===== src/epc_consts.svh =====
`ifndef EPC_CONSTS_SVH
`define EPC_CONSTS_SVH
// register word indices (io offsets 0x000..0x404); the bus byte address is four times these
`define EPC_IDX_ADDR_Q    12'h000
`define EPC_IDX_DATA      12'h000
`define EPC_IDX_STATUS    12'h001
`define EPC_IDX_CONTROL   12'h002
`define EPC_IDX_FIFO      12'h400
`define EPC_IDX_CFGA      12'h400
`define EPC_IDX_CFGB      12'h401
`define EPC_IDX_EMC       12'h402
`define EPC_IDX_THRESH    12'h403
`define EPC_IDX_DMA       12'h404
// field positions
`define EPC_EMC_FAULT_MASK 4
`define EPC_EMC_DMA_EN     3
`define EPC_EMC_SERVICE    2
`define EPC_EMC_FULL       1
`define EPC_EMC_EMPTY      0
`define EPC_DCR_DIR        5
// reset and fixed values
`define EPC_CFGA_VALUE     8'h10
`define EPC_EMC_RESET      8'h15
`define EPC_DCR_RESET      8'h00
`define EPC_THRESH_RESET   8'h88
`define EPC_CFGB_LOW       3'h7
`define EPC_AXI_OKAY       2'h0
`define EPC_AXI_SLVERR     2'h2
// handshake timing
`define EPC_SETUP_NS       80
`define EPC_SETUP_CYC      ((`EPC_SETUP_NS + 39) / 40)
`define EPC_FIFO_DEPTH     16
`endif


===== src/epc_pkg.sv =====
package epc_pkg;
  // port modes held in the top three bits of the extended control register
  typedef enum logic [2:0]
  {
    EPC_MODE_STD = 3'h0,
    EPC_MODE_BIDIR = 3'h1,
    EPC_MODE_FIFO = 3'h2,
    EPC_MODE_ECP = 3'h3,
    EPC_MODE_EPP = 3'h4,
    EPC_MODE_RSVD = 3'h5,
    EPC_MODE_TEST = 3'h6,
    EPC_MODE_CFG = 3'h7
  } epc_mode_t;
  // link engine states
  typedef enum logic [2:0]
  {
    EPC_ST_IDLE,
    EPC_ST_SETUP,
    EPC_ST_STROBE,
    EPC_ST_RELEASE,
    EPC_ST_REV_REQ,
    EPC_ST_REV_WAIT
  } epc_state_t;
endpackage


===== src/epc_port.sv =====
// The implementer's own choice: register access over AXI4-Lite.
`timescale 1ns/100ps
`include "epc_consts.svh"
module epc_port
  import epc_pkg::*;
#(
  parameter int DEPTH = `EPC_FIFO_DEPTH,
  parameter logic [2:0] IRQ_CODE = 3'h0
)
(
  input wire logic aclk,
  input wire logic aresetn,
  input wire logic [13:0] s_axi_awaddr,
  input wire logic s_axi_awvalid,
  output logic s_axi_awready,
  input wire logic [31:0] s_axi_wdata,
  input wire logic [3:0] s_axi_wstrb,
  input wire logic s_axi_wvalid,
  output logic s_axi_wready,
  output logic [1:0] s_axi_bresp,
  output logic s_axi_bvalid,
  input wire logic s_axi_bready,
  input wire logic [13:0] s_axi_araddr,
  input wire logic s_axi_arvalid,
  output logic s_axi_arready,
  output logic [31:0] s_axi_rdata,
  output logic [1:0] s_axi_rresp,
  output logic s_axi_rvalid,
  input wire logic s_axi_rready,
  input wire logic irq_line_level,
  input wire logic dma_terminal_count,
  output logic dma_request,
  output logic service_irq,
  output logic fault_irq,
  input wire logic [7:0] pd_in,
  output logic [7:0] pd_out,
  output logic pd_oe,
  output logic nstrobe,
  output logic nautofd,
  output logic ninit,
  output logic nselectin,
  input wire logic busy,
  input wire logic nack,
  input wire logic perror,
  input wire logic select,
  input wire logic nfault
);
  initial
  begin
    if (DEPTH != 16)
      $error("epc_port: fifo depth must be 16");
  end

  // ****************************************************************
  // registers and fifo storage
  // ****************************************************************
  logic [7:0] emc_reg;              // mode, mask, dma, service
  logic [7:0] dcr_reg;              // control lines and direction
  logic [7:0] data_reg;             // latched data port value
  logic [7:0] thresh_reg;           // [7:4] write, [3:0] read threshold
  logic [7:0] fifo_mem [DEPTH];     // shared byte storage
  logic [DEPTH-1:0] fifo_tag;       // 1 marks a command byte
  logic [3:0] wr_ptr_reg;
  logic [3:0] rd_ptr_reg;
  logic [4:0] count_reg;            // bytes held
  epc_state_t state_reg;
  logic [3:0] wait_reg;             // setup counter
  logic [7:0] out_byte_reg;         // byte on the lines
  logic out_cmd_reg;                // its command tag
  logic nfault_d_reg;               // for edge detect
  logic fault_irq_reg;
  logic aw_held_reg;
  logic w_held_reg;
  logic [13:0] awaddr_reg;
  logic [31:0] wdata_reg;
  logic bvalid_reg;
  logic rvalid_reg;
  logic [31:0] rdata_reg;
  logic [1:0] rresp_reg;
  logic [1:0] bresp_reg;

  // ****************************************************************
  // decode
  // ****************************************************************
  epc_mode_t mode;
  assign mode = epc_mode_t'(emc_reg[7:5]);
  wire dir_in = dcr_reg[`EPC_DCR_DIR] && mode != EPC_MODE_STD && mode != EPC_MODE_FIFO;
  wire fifo_full = count_reg == 5'(DEPTH);
  wire fifo_empty = count_reg == 5'h0;
  wire service_set = emc_reg[`EPC_EMC_SERVICE];
  wire dma_en = emc_reg[`EPC_EMC_DMA_EN];
  wire fwd_link = (mode == EPC_MODE_FIFO || mode == EPC_MODE_ECP) && !dir_in;
  wire rev_link = mode == EPC_MODE_ECP && dir_in;
  wire cfg_mode = mode == EPC_MODE_CFG;
  wire fifo_mode = mode == EPC_MODE_FIFO || mode == EPC_MODE_ECP || mode == EPC_MODE_TEST;
  wire [4:0] free_bytes = 5'(DEPTH) - count_reg;

  // write path: both channels held, then acted on once
  wire wr_go = aw_held_reg && w_held_reg && !bvalid_reg;
  wire [11:0] wr_idx = awaddr_reg[13:2];
  wire [7:0] wbyte = wdata_reg[7:0];
  wire wlane = 1'b1;
  wire wr_data_port = wr_go && wr_idx == `EPC_IDX_DATA;
  wire wr_addr_q = wr_data_port && mode == EPC_MODE_ECP && !dir_in;
  wire wr_fifo_q = wr_go && wr_idx == `EPC_IDX_FIFO && fifo_mode && !cfg_mode;
  wire wr_cfgb = wr_go && wr_idx == `EPC_IDX_CFGB && cfg_mode;
  wire wr_emc = wr_go && wr_idx == `EPC_IDX_EMC;
  wire wr_dcr = wr_go && wr_idx == `EPC_IDX_CONTROL;
  wire wr_thr = wr_go && wr_idx == `EPC_IDX_THRESH;
  wire wr_known = wr_data_port || wr_go && (wr_idx == `EPC_IDX_FIFO || wr_idx == `EPC_IDX_EMC
                  || wr_idx == `EPC_IDX_CONTROL || wr_idx == `EPC_IDX_THRESH);
  wire push_sw = (wr_addr_q || wr_fifo_q) && !fifo_full && wlane;

  // read path
  wire rd_go = s_axi_arvalid && !rvalid_reg;
  wire [11:0] rd_idx = s_axi_araddr[13:2];
  wire rd_fifo = rd_go && rd_idx == `EPC_IDX_FIFO && !cfg_mode
                 && (mode == EPC_MODE_TEST || rev_link);
  wire [7:0] cfgb_val = {1'b0, irq_line_level, IRQ_CODE, `EPC_CFGB_LOW};
  wire [7:0] emc_val = {emc_reg[7:2], fifo_full, fifo_empty};
  wire [7:0] status_val = {~busy, nack, perror, select, nfault, 3'h7};
  wire [7:0] data_val = (mode == EPC_MODE_BIDIR) ? pd_in : data_reg;
  wire [7:0] fifo_head = fifo_mem[rd_ptr_reg];
  logic [8:0] rd_val;               // {valid, byte}
  always_comb
  begin
    rd_val = 9'h000;
    unique case (rd_idx)
      `EPC_IDX_DATA: rd_val = {1'b1, data_val};
      `EPC_IDX_STATUS: rd_val = {1'b1, status_val};
      `EPC_IDX_CONTROL: rd_val = {1'b1, 2'h3, dcr_reg[5:0]};
      `EPC_IDX_FIFO: rd_val = cfg_mode ? {1'b1, `EPC_CFGA_VALUE} : {1'b1, fifo_head};
      `EPC_IDX_CFGB: rd_val = cfg_mode ? {1'b1, cfgb_val} : 9'h000;
      `EPC_IDX_EMC: rd_val = {1'b1, emc_val};
      `EPC_IDX_THRESH: rd_val = {1'b1, thresh_reg};
      default: rd_val = 9'h000;
    endcase
  end

  // ****************************************************************
  // link engine helpers
  // ****************************************************************
  wire fifo_reset = mode == EPC_MODE_STD;
  wire link_pop = state_reg == EPC_ST_IDLE && fwd_link && !fifo_empty && !busy;
  wire rev_push = state_reg == EPC_ST_REV_WAIT && !nack && !fifo_full;
  wire push = push_sw || rev_push;
  wire pop = rd_fifo && !fifo_empty || link_pop;
  wire push_tag = wr_addr_q;

  // mode change legality
  wire [2:0] new_mode = wbyte[7:5];
  wire mode_ok = mode == EPC_MODE_STD || mode == EPC_MODE_BIDIR
                 || new_mode == 3'h0 || new_mode == 3'h1;

  // service flag sources
  wire thr_hit = dir_in ? count_reg >= {1'b0, thresh_reg[3:0]}
                        : free_bytes >= {1'b0, thresh_reg[7:4]};
  wire svc_event = !service_set && fifo_mode && (dma_en ? dma_terminal_count : thr_hit);
  wire fault_fall = nfault_d_reg && !nfault;

  // ****************************************************************
  // extended mode control register
  // ****************************************************************
  logic [7:0] emc_next;
  always_comb
  begin
    emc_next = emc_reg;
    if (wr_emc)
    begin
      // software may clear the service flag; a set from hardware wins below
      emc_next[4:2] = wbyte[4:2];
      if (mode_ok)
        emc_next[7:5] = new_mode;
    end
    if (svc_event)
      emc_next[`EPC_EMC_SERVICE] = 1'b1;
  end

  always_ff @(posedge aclk)
  begin
    if (!aresetn)
      emc_reg <= `EPC_EMC_RESET;
    else
      emc_reg <= emc_next;
  end

  // ****************************************************************
  // control, data and threshold registers
  // ****************************************************************
  wire dir_ok = mode == EPC_MODE_BIDIR;
  always_ff @(posedge aclk)
  begin
    if (!aresetn)
    begin
      dcr_reg <= `EPC_DCR_RESET;
      data_reg <= 8'h00;
      thresh_reg <= `EPC_THRESH_RESET;
    end
    else
    begin
      if (wr_dcr)
        dcr_reg <= {2'h3, dir_ok ? wbyte[5] : dcr_reg[5], wbyte[4:0]};
      if (wr_data_port && !wr_addr_q)
        data_reg <= wbyte;
      if (wr_thr)
        thresh_reg <= wbyte;
    end
  end

  // ****************************************************************
  // shared fifo
  // ****************************************************************
  // one store serves every queue view; tag keeps address bytes apart
  wire [7:0] push_byte = rev_push ? pd_in : wbyte;
  wire push_cmd = rev_push ? !busy : push_tag;
  always_ff @(posedge aclk)
  begin
    if (push)
    begin
      fifo_mem[wr_ptr_reg] <= push_byte;
      fifo_tag[wr_ptr_reg] <= push_cmd;
    end
  end

  always_ff @(posedge aclk)
  begin
    if (!aresetn || fifo_reset)
    begin
      wr_ptr_reg <= 4'h0;
      rd_ptr_reg <= 4'h0;
      count_reg <= 5'h00;
    end
    else
    begin
      if (push)
        wr_ptr_reg <= wr_ptr_reg + 4'h1;
      if (pop)
        rd_ptr_reg <= rd_ptr_reg + 4'h1;
      count_reg <= count_reg + 5'(push) - 5'(pop);
    end
  end

  // ****************************************************************
  // link state machine
  // ****************************************************************
  // forward: idle -> setup -> strobe until busy -> release until !busy
  // reverse: ninit low, wait perror low, then nautofd/nack per byte
  epc_state_t state_next;
  always_comb
  begin
    state_next = state_reg;
    unique case (state_reg)
      EPC_ST_IDLE:
        if (link_pop)
          state_next = EPC_ST_SETUP;
        else if (rev_link)
          state_next = EPC_ST_REV_REQ;
      EPC_ST_SETUP:
        if (wait_reg == 4'(`EPC_SETUP_CYC))
          state_next = EPC_ST_STROBE;
      EPC_ST_STROBE:
        if (busy)
          state_next = EPC_ST_RELEASE;
      EPC_ST_RELEASE:
        if (!busy)
          state_next = EPC_ST_IDLE;
      EPC_ST_REV_REQ:
        if (!rev_link)
          state_next = EPC_ST_IDLE;
        else if (!perror)
          state_next = EPC_ST_REV_WAIT;
      EPC_ST_REV_WAIT:
        if (rev_push || !rev_link)
          state_next = EPC_ST_REV_REQ;
    endcase
  end

  always_ff @(posedge aclk)
  begin
    if (!aresetn)
    begin
      state_reg <= EPC_ST_IDLE;
      wait_reg <= 4'h0;
      out_byte_reg <= 8'h00;
      out_cmd_reg <= 1'b0;
    end
    else
    begin
      state_reg <= state_next;
      wait_reg <= (state_reg == EPC_ST_SETUP) ? wait_reg + 4'h1 : 4'h0;
      if (link_pop)
      begin
        out_byte_reg <= fifo_head;
        out_cmd_reg <= fifo_tag[rd_ptr_reg] && mode == EPC_MODE_ECP;
      end
    end
  end

  // ****************************************************************
  // pins
  // ****************************************************************
  wire auto_hs = fwd_link || rev_link;
  wire rev_phase = state_reg == EPC_ST_REV_REQ || state_reg == EPC_ST_REV_WAIT;
  assign pd_out = (state_reg == EPC_ST_IDLE && !auto_hs) ? data_reg : out_byte_reg;
  // the reverse acknowledge only gates the drivers in ecp mode; modes 000/010 always drive
  assign pd_oe = !dir_in && !rev_phase && (perror || mode != EPC_MODE_ECP);
  assign nstrobe = auto_hs ? state_reg != EPC_ST_STROBE : !dcr_reg[0];
  assign nautofd = rev_link ? state_reg != EPC_ST_REV_WAIT
                 : (mode == EPC_MODE_ECP ? !out_cmd_reg : !dcr_reg[1]);
  assign ninit = rev_link ? 1'b0 : dcr_reg[2];
  assign nselectin = !dcr_reg[3];

  // ****************************************************************
  // dma and interrupts
  // ****************************************************************
  wire dma_want = dir_in ? !fifo_empty : !fifo_full;
  assign dma_request = dma_en && !service_set && fifo_mode && dma_want;
  assign service_irq = service_set && !dma_en; // also raised by a software write of 1 to the service bit
  always_ff @(posedge aclk)
  begin
    if (!aresetn)
    begin
      nfault_d_reg <= 1'b1;
      fault_irq_reg <= 1'b0;
    end
    else
    begin
      nfault_d_reg <= nfault;
      fault_irq_reg <= fault_fall && mode == EPC_MODE_ECP && !emc_reg[`EPC_EMC_FAULT_MASK];
    end
  end
  assign fault_irq = fault_irq_reg;

  // ****************************************************************
  // axi4-lite slave
  // ****************************************************************
  // one write and one read at a time; unmapped gives slverr
  always_ff @(posedge aclk)
  begin
    if (!aresetn)
    begin
      aw_held_reg <= 1'b0;
      w_held_reg <= 1'b0;
      awaddr_reg <= 14'h0000;
      wdata_reg <= 32'h0000_0000;
      bvalid_reg <= 1'b0;
      bresp_reg <= `EPC_AXI_OKAY;
      rvalid_reg <= 1'b0;
      rdata_reg <= 32'h0000_0000;
      rresp_reg <= `EPC_AXI_OKAY;
    end
    else
    begin
      if (s_axi_awvalid && s_axi_awready)
      begin
        aw_held_reg <= 1'b1;
        awaddr_reg <= s_axi_awaddr;
      end
      if (s_axi_wvalid && s_axi_wready)
      begin
        w_held_reg <= 1'b1;
        wdata_reg <= s_axi_wstrb[0] ? s_axi_wdata : 32'h0000_0000;
      end
      if (wr_go)
      begin
        aw_held_reg <= 1'b0;
        w_held_reg <= 1'b0;
        bvalid_reg <= 1'b1;
        bresp_reg <= (wr_known || wr_cfgb) ? `EPC_AXI_OKAY : `EPC_AXI_SLVERR;
      end
      else if (bvalid_reg && s_axi_bready)
        bvalid_reg <= 1'b0;
      if (rd_go)
      begin
        rvalid_reg <= 1'b1;
        rdata_reg <= {24'h000000, rd_val[7:0]};
        rresp_reg <= rd_val[8] ? `EPC_AXI_OKAY : `EPC_AXI_SLVERR;
      end
      else if (rvalid_reg && s_axi_rready)
        rvalid_reg <= 1'b0;
    end
  end
  assign s_axi_awready = !aw_held_reg && !bvalid_reg;
  assign s_axi_wready = !w_held_reg && !bvalid_reg;
  assign s_axi_bvalid = bvalid_reg;
  assign s_axi_bresp = bresp_reg;
  assign s_axi_arready = !rvalid_reg;
  assign s_axi_rvalid = rvalid_reg;
  assign s_axi_rdata = rdata_reg;
  assign s_axi_rresp = rresp_reg;
endmodule


===== config.mk =====
export PLATFORM = sky130hd
export DESIGN_NAME = epc_port
export DESIGN_NICKNAME = d
export VERILOG_FILES = /design/src/epc_pkg.sv /design/src/epc_port.sv
export VERILOG_INCLUDE_DIRS = /design/src /design/src/src
export SDC_FILE = /design/constraint.sdc
export NUM_CORES = 1
export LEC_CHECK = 0
export CAP_MARGIN = 30
export CORE_ASPECT_RATIO = 1.75
export CORE_MARGIN = 2
export CORE_UTILIZATION = 64
export DETAILED_ROUTE_END_ITERATION = 10
export DONT_BUFFER_PORTS = 1
export PLACE_DENSITY = 0.85
export SYNTH_ARGS = -nofsm -noshare
export SYNTH_HDL_FRONTEND = slang
export SYNTH_SLANG_ARGS = --single-unit
export TNS_END_PERCENT = 5

===== constraint.sdc =====
create_clock -name aclk -period 5 [get_ports aclk]
set_input_delay 1 -clock aclk [delete_from_list [all_inputs] [get_ports aclk]]
set_output_delay 1 -clock aclk [all_outputs]
set_load 0.02 [all_outputs]

After elaboration in Yosys (flattened, before gate mapping)

Memories as Yosys holds them, arrays and structs flattened. A register that Yosys moved wholly into a read port is not among the register bits.
Index checks and enable logic that the tools add are counted.

Bits in registers: 113
Bits in writable memories: 128
Input port bits: 86
Output and inout bits: 57
Word-level logic and storage cells: 220
Memories kept: 1

Add/subtract/negate cells: 6
Magnitude comparators: 5
Equal/unequal tests: 34
Muxes and demuxes: 39
Bitwise gates (word level): 2
Reductions and logical operators: 107

Memories:

| memory   | words | bits a word | rd ports | clocked after Yosys merged registers in | write ports | RTL line       | text |
|---|---|---|---|---|---|---|---|
| fifo_mem | 16    | 8           | 1        | 1                                       | 1           | epc_port.sv:61 | `logic [7:0] fifo_mem [DEPTH];` |

Operator list:

| kind                                                  | number |
|---|---|
| equality test 12 x 11 -> 1 bit, second input constant | 8 |
| one-hot mux 9 bit (7 select lines)                    | 1 |
| logical AND 1 bit                                     | 50 |
| 2-to-1 mux 8 bit                                      | 5 |
| equality test 12 x 2 -> 1 bit, second input constant  | 2 |
| zero test 12 bit                                      | 2 |
| 2-to-1 mux 3 bit                                      | 8 |
| zero test 1 bit                                       | 23 |
| logical OR 1 bit                                      | 19 |
| one-hot mux 3 bit (6 select lines)                    | 1 |
| bitwise mux 16 bit                                    | 1 |
| 2-to-1 mux 1 bit                                      | 16 |
| adder 4 x 1 -> 4 bit, second input constant           | 3 |
| equality test 12 x 1 -> 1 bit, second input constant  | 1 |
| equality test 3 x 2 -> 1 bit, second input constant   | 4 |
| equality test 3 bit, second input constant            | 4 |
| >= comparator 5 x 4 -> 1 bit                          | 2 |
| < comparator 4 x 5 -> 1 bit, second input constant    | 2 |
| equality test 3 x 1 -> 1 bit, second input constant   | 3 |
| zero test 3 bit                                       | 3 |
| 2-to-1 mux 9 bit                                      | 1 |
| != test 3 x 2 -> 1 bit, second input constant         | 3 |
| != test 3 bit, second input constant                  | 3 |
| 2-to-1 mux 4 bit                                      | 2 |
| 17 further kinds                                      | 26 |

Logic depth before layout (Yosys ltp)

Depth in word-level cells: 11
Gate-level depth with buffers: 18

Least setup slack after synthesis

OpenSTA, ideal clock, no wires.

Path kind: input to register
Start: in s_axi_araddr[5]
End: reg count_reg[4]
Arrival: 3.439 ns
Data required time: 4.872 ns
Setup slack: 1.433 ns
Stages: 14
Cells stage by stage: nor4_1 nand3_1 a2111oi_0 or2_2 ha_1 inv_1 ha_1 inv_1 fa_1 nor2_1 nor2_1 o21bai_1 xnor2_1 nor2_1

Cells in the longest elaborated chain, start to end: 7

Ends and longest elaborated chain:

| item                           | RTL line        | text |
|---|---|---|
| start: declaration             | epc_port.sv:23  | `input wire logic [13:0] s_axi_araddr,` |
| equality test 12 x 11 -> 1 bit | n/a             |  |
| logical AND 1 bit (no line)    | n/a             |  |
| logical AND 1 bit (2 in a row) | epc_port.sv:117 | `` wire rd_fifo = rd_go && rd_idx == `EPC_IDX_FIFO && !cfg_mode `` |
| logical AND 1 bit              | epc_port.sv:147 | `wire pop = rd_fifo && !fifo_empty \|\| link_pop;` |
| logical OR 1 bit               | epc_port.sv:147 |  |
| named net pop                  | epc_port.sv:147 |  |
| subtractor 5 x 1 -> 5 bit      | epc_port.sv:239 | `count_reg <= count_reg + 5'(push) - 5'(pop);` |
| end signal: assignment         | epc_port.sv:239 |  |
| end: declaration               | epc_port.sv:65  | `logic [4:0] count_reg;` |

The timed path passes the listed nets, and every way through them passes these cells.
A chain may end at the register's enable or synchronous reset.

Worst setup path in the final report

Start: reg count_reg[1]
End: reg count_reg[4]

Cells in the longest elaborated chain, start to end: 6

Ends and longest elaborated chain:

| item                                                     | RTL line |
|---|---|
| equality test 5 bit or zero test 5 bit (tied branches)   | epc_port.sv:88, epc_port.sv:89 |
| zero test 1 bit (on tied branches)                       | n/a |
| logical AND 1 bit (on tied branches)                     | epc_port.sv:112, epc_port.sv:144, epc_port.sv:145 |
| logical OR 1 bit or logical AND 1 bit (tied branches)    | epc_port.sv:146, epc_port.sv:144 |
| adder 5 x 1 -> 5 bit or logical OR 1 bit (tied branches) | epc_port.sv:239, epc_port.sv:147 |
| subtractor 5 x 1 -> 5 bit (*)                            | epc_port.sv:239 |

Every way passes the cells marked *; elsewhere a longest branch is shown, timed or not.

==> out/qor.yml <==
cells_and_area:
  final_common_cell: "edfxtp_1"
  most-common-layout-cells: "144 x edfxtp_1, 96 x dfxtp_1, 74 x nand2_1"
  fin_nets: 1002
  multiInputGateArea_um2: 4380
  fin_util_pct: 70.5
  fillers: 1140
  ff_latch_area_um2: 6270
  drive_gt1_share_pct: 15.4
  syn_to_final_growth_pct: 8.17
  largest_reg_flops: 128
  fin_cells: 1132
  num_antenna_cells: 0
pwr:
  power_mw: 4.00
  power_density_nw_per_um2: 335
  irDropWorstVdd_v: 0.000255
  p_leak_nw: 4.28
setup_path:
  cp-start-kind: "flip-flop"
  cpPeakStageDelay_ps: 740
  r2r_end: "count_reg[4]$_SDFF_PP0_"
  path_class: "flip-flop to flip-flop"
  r2r_start: "count_reg[1]$_SDFF_PP0_"
  crit_chain: "inv_1 > ha_1 > and2_1 > ha_1 > nor2_1 > nand3_1 > buf_4 > a21boi_2 > ha_1 > inv_1 > ha_1 > inv_1 > fa_1 > nor2_1 > nor2_1 > o21bai_1 > xnor2_1 > nor2_1"
  crit_required_ps: 5370
  cp-end-kind: "flip-flop"
  reg2reg_depth: 18
  crit_slowest_cell: "a21boi_2"
  reg2reg_slack_ps: 1120
  crit_fanout: 14
  critPathArrivalTime_ps: 4260
  startpoint: "count_reg[1]$_SDFF_PP0_"
floorplanning:
  core.rowCount: 63
  coreArea_um2: 16900
  io_pins: 143
  die_h_um: 178
  initial_core_util_pct: 65.1
  die-area_um2: 18400
  die_w_um: 103
drt:
  vias: 7237
  wl_per_cell_um: 23.9
  wirelength_um: 27100
  via_per_inst: 6.39
  ant_nets: 0
  drc_errors: 0
  drt_pass1_iterations: 8
  drt_iter0_markers: 381
worst_hold_path:
  worstHoldPathCells: 2
  hold_class: "flip-flop to flip-flop"
  holdPathEnd: "fault_irq$_SDFF_PN0_"
  hp-start: "nfault_d_reg$_SDFF_PN1_"
clock_tree:
  clock_latency_ps: 510
  h-tree-depth: 1
  ctsHoldBuffers: 0
  root_buffer: "clkbuf_16"
  clk_path_buf_depth: 3
  post_cts_buffers: 0
  clk_pin_slew_ps: 70
  cts_tree: "built"
  numCtsBuffers: 21
  cts-resized-gates: 0
  cts_sinks: 241
grt:
  antenna_found_initial: 0
  grt_first_pass_wirelength_um: 40500
  grt-ovfl-total: 0
  grt_pass1_vias: 7373
  grt_max_degree: 48
  globalRouteTotalUtil_pct: 30.0
placed_design:
  place_inst: 1091
  io_buffers: 0
  gp_congestion: 0.967
  hpwl_um: 19100
sta:
  tightest_slew_ps: 1050
  setup_tns_ps: 0
  rsz0062_at_grt: "no"
  layout_min_cycle_time_ps: 3880
  finalClockSkew_ps: 16.4
  setup_viol: 0
  max_freq_mhz: 257
  fin_crit_sh_pct: 77.7
  finalMaxSlewViolations: 0
  hold_viol_final: 0
  relSlewSlack_pct: 27.9
yosys:
  synth_area_um2: 11000
  dominantRegCellSynth: "edfxtp_1"
  ys_seq_area_share_pct: 56.8
  synth_cells: 898
  yosys-top-cells-area: "edfxtp_1 39%, dfxtp_1 18%, mux4_2 7.3%"
  synth_compound_area_share_pct: 7.91
  ys_ff_latch: 241
  netlist-cell-type-count: 67
  synth_simple_gate_area_share_pct: 12.0
  synth_top_family_by_area: "multiplexers"
  synth_edf_count: 144
  muxShareOfSynthArea_pct: 14.8
  ys_warn_count: 0
  syn_area_per_cell_um2: 12.3
  synth-adder-area-share_pct: 3.02
  ys_async_sr_fraction_pct: 0
  yosys.area.top_type_share_pct: 39.2
  synth_top_area_cell: "edfxtp_1"
  synth_xor_area_share_pct: 0.793
status:
  status: "finished, final reports clean"
flow_run:
  drv_cap: 0
==> metrics by stage <==
step,hold slack (ps),cell area [um^2],setup slack (ps)
global placement,409,11100,1060
detailed placement,412,11200,990
CTS,424,11900,1140
finish,420,11900,1120
global route,459,11900,723
floorplan,400,11100,1430
==> worst max-delay path: cells and delay by family (launching register included) <==
| kind | cells | cell delay [ps] |
|---|---|---|
| compound gates | 2 | 900 |
| simple gates | 6 | 560 |
| fa+ha+maj | 5 | 1350 |
| xor+xnor | 1 | 140 |
| flops | 1 | 360 |
| buf+inv | 4 | 450 |
==> final cells by class <==
type,count,share of cell area (%)
sequential,241,52.5
clock inverter,16,1.80
inverter,34,1.07
timing repair buffer,16,1.17
clock buffer,22,4.43
tap,227,2.38
multi-input combinational,576,36.7
==> cell usage after synthesis, types with 3 or more instances <==
master,n
nand2b_1,10
o211ai_1,3
o31ai_1,3
a211oi_1,3
a22oi_1,4
or4_1,3
or3_1,6
a222oi_1,3
dfxtp_1,97
o22ai_1,5
and2_1,10
nand3b_1,4
nor2b_1,11
nor3b_1,4
mux2_2,33
a21oi_1,53
a2bb2oi_1,4
mux2i_1,45
nand2_1,74
nand3_1,22
nor3_1,7
a2111oi_0,4
inv_1,34
o21ai_0,27
xnor2_1,8
mux4_2,36
clkbuf_1,29
nor2_1,68
buf_1,4
a21o_1,4
a31oi_1,9
and3_1,13
nor4_1,9
buf_4,29
ha_1,25
buf_2,10
edfxtp_1,144
nand4_1,6
==> kinds of logic after synthesis <==
group                      count (synthesis)
and+or+nand+nor                          262
DFF                                      241
AOI/OAI and AO/OA                        138
muxes                                    114
buffers and inverters                    106
adders and majority gates                 26
xor gates and xnor gates                  10
other                                      1
==> power breakdown <==
group          switching [mW]  internal [mW]  leakage (nW)
Combinational          0.0864         0.0291          1.76
Clock                   0.727           1.04         0.356
Sequential             0.0192           2.11          2.17
Total                   0.832           3.17          4.28
==> worst max path at each step <==
stage | cells after the start | to
3_5_place_dp | 14 | count_reg[4]$_SDFF_PP0_
2_1_floorplan | 14 | count_reg[4]$_SDFF_PP0_
6_report | 18 | count_reg[4]$_SDFF_PP0_
4_1_cts | 18 | count_reg[4]$_SDFF_PP0_
5_1_grt | 17 | count_reg[4]$_SDFF_PP0_
3_3_place_gp | 14 | count_reg[4]$_SDFF_PP0_
==> routing by layer <==
| metal | up-vias | track usage, % | routed length (um) |
|---|---|---|---|
| met5 | - | 0 | 0 |
| met4 | 0 | 18.2 | 1780 |
| met3 | 116 | 7.13 | 1940 |
| met2 | 326 | 54.4 | 14800 |
| met1 | 3531 | 29.8 | 8590 |
| li1 | 3264 | - | - |
No activity file was read; power rests on OpenSTA's default activity.
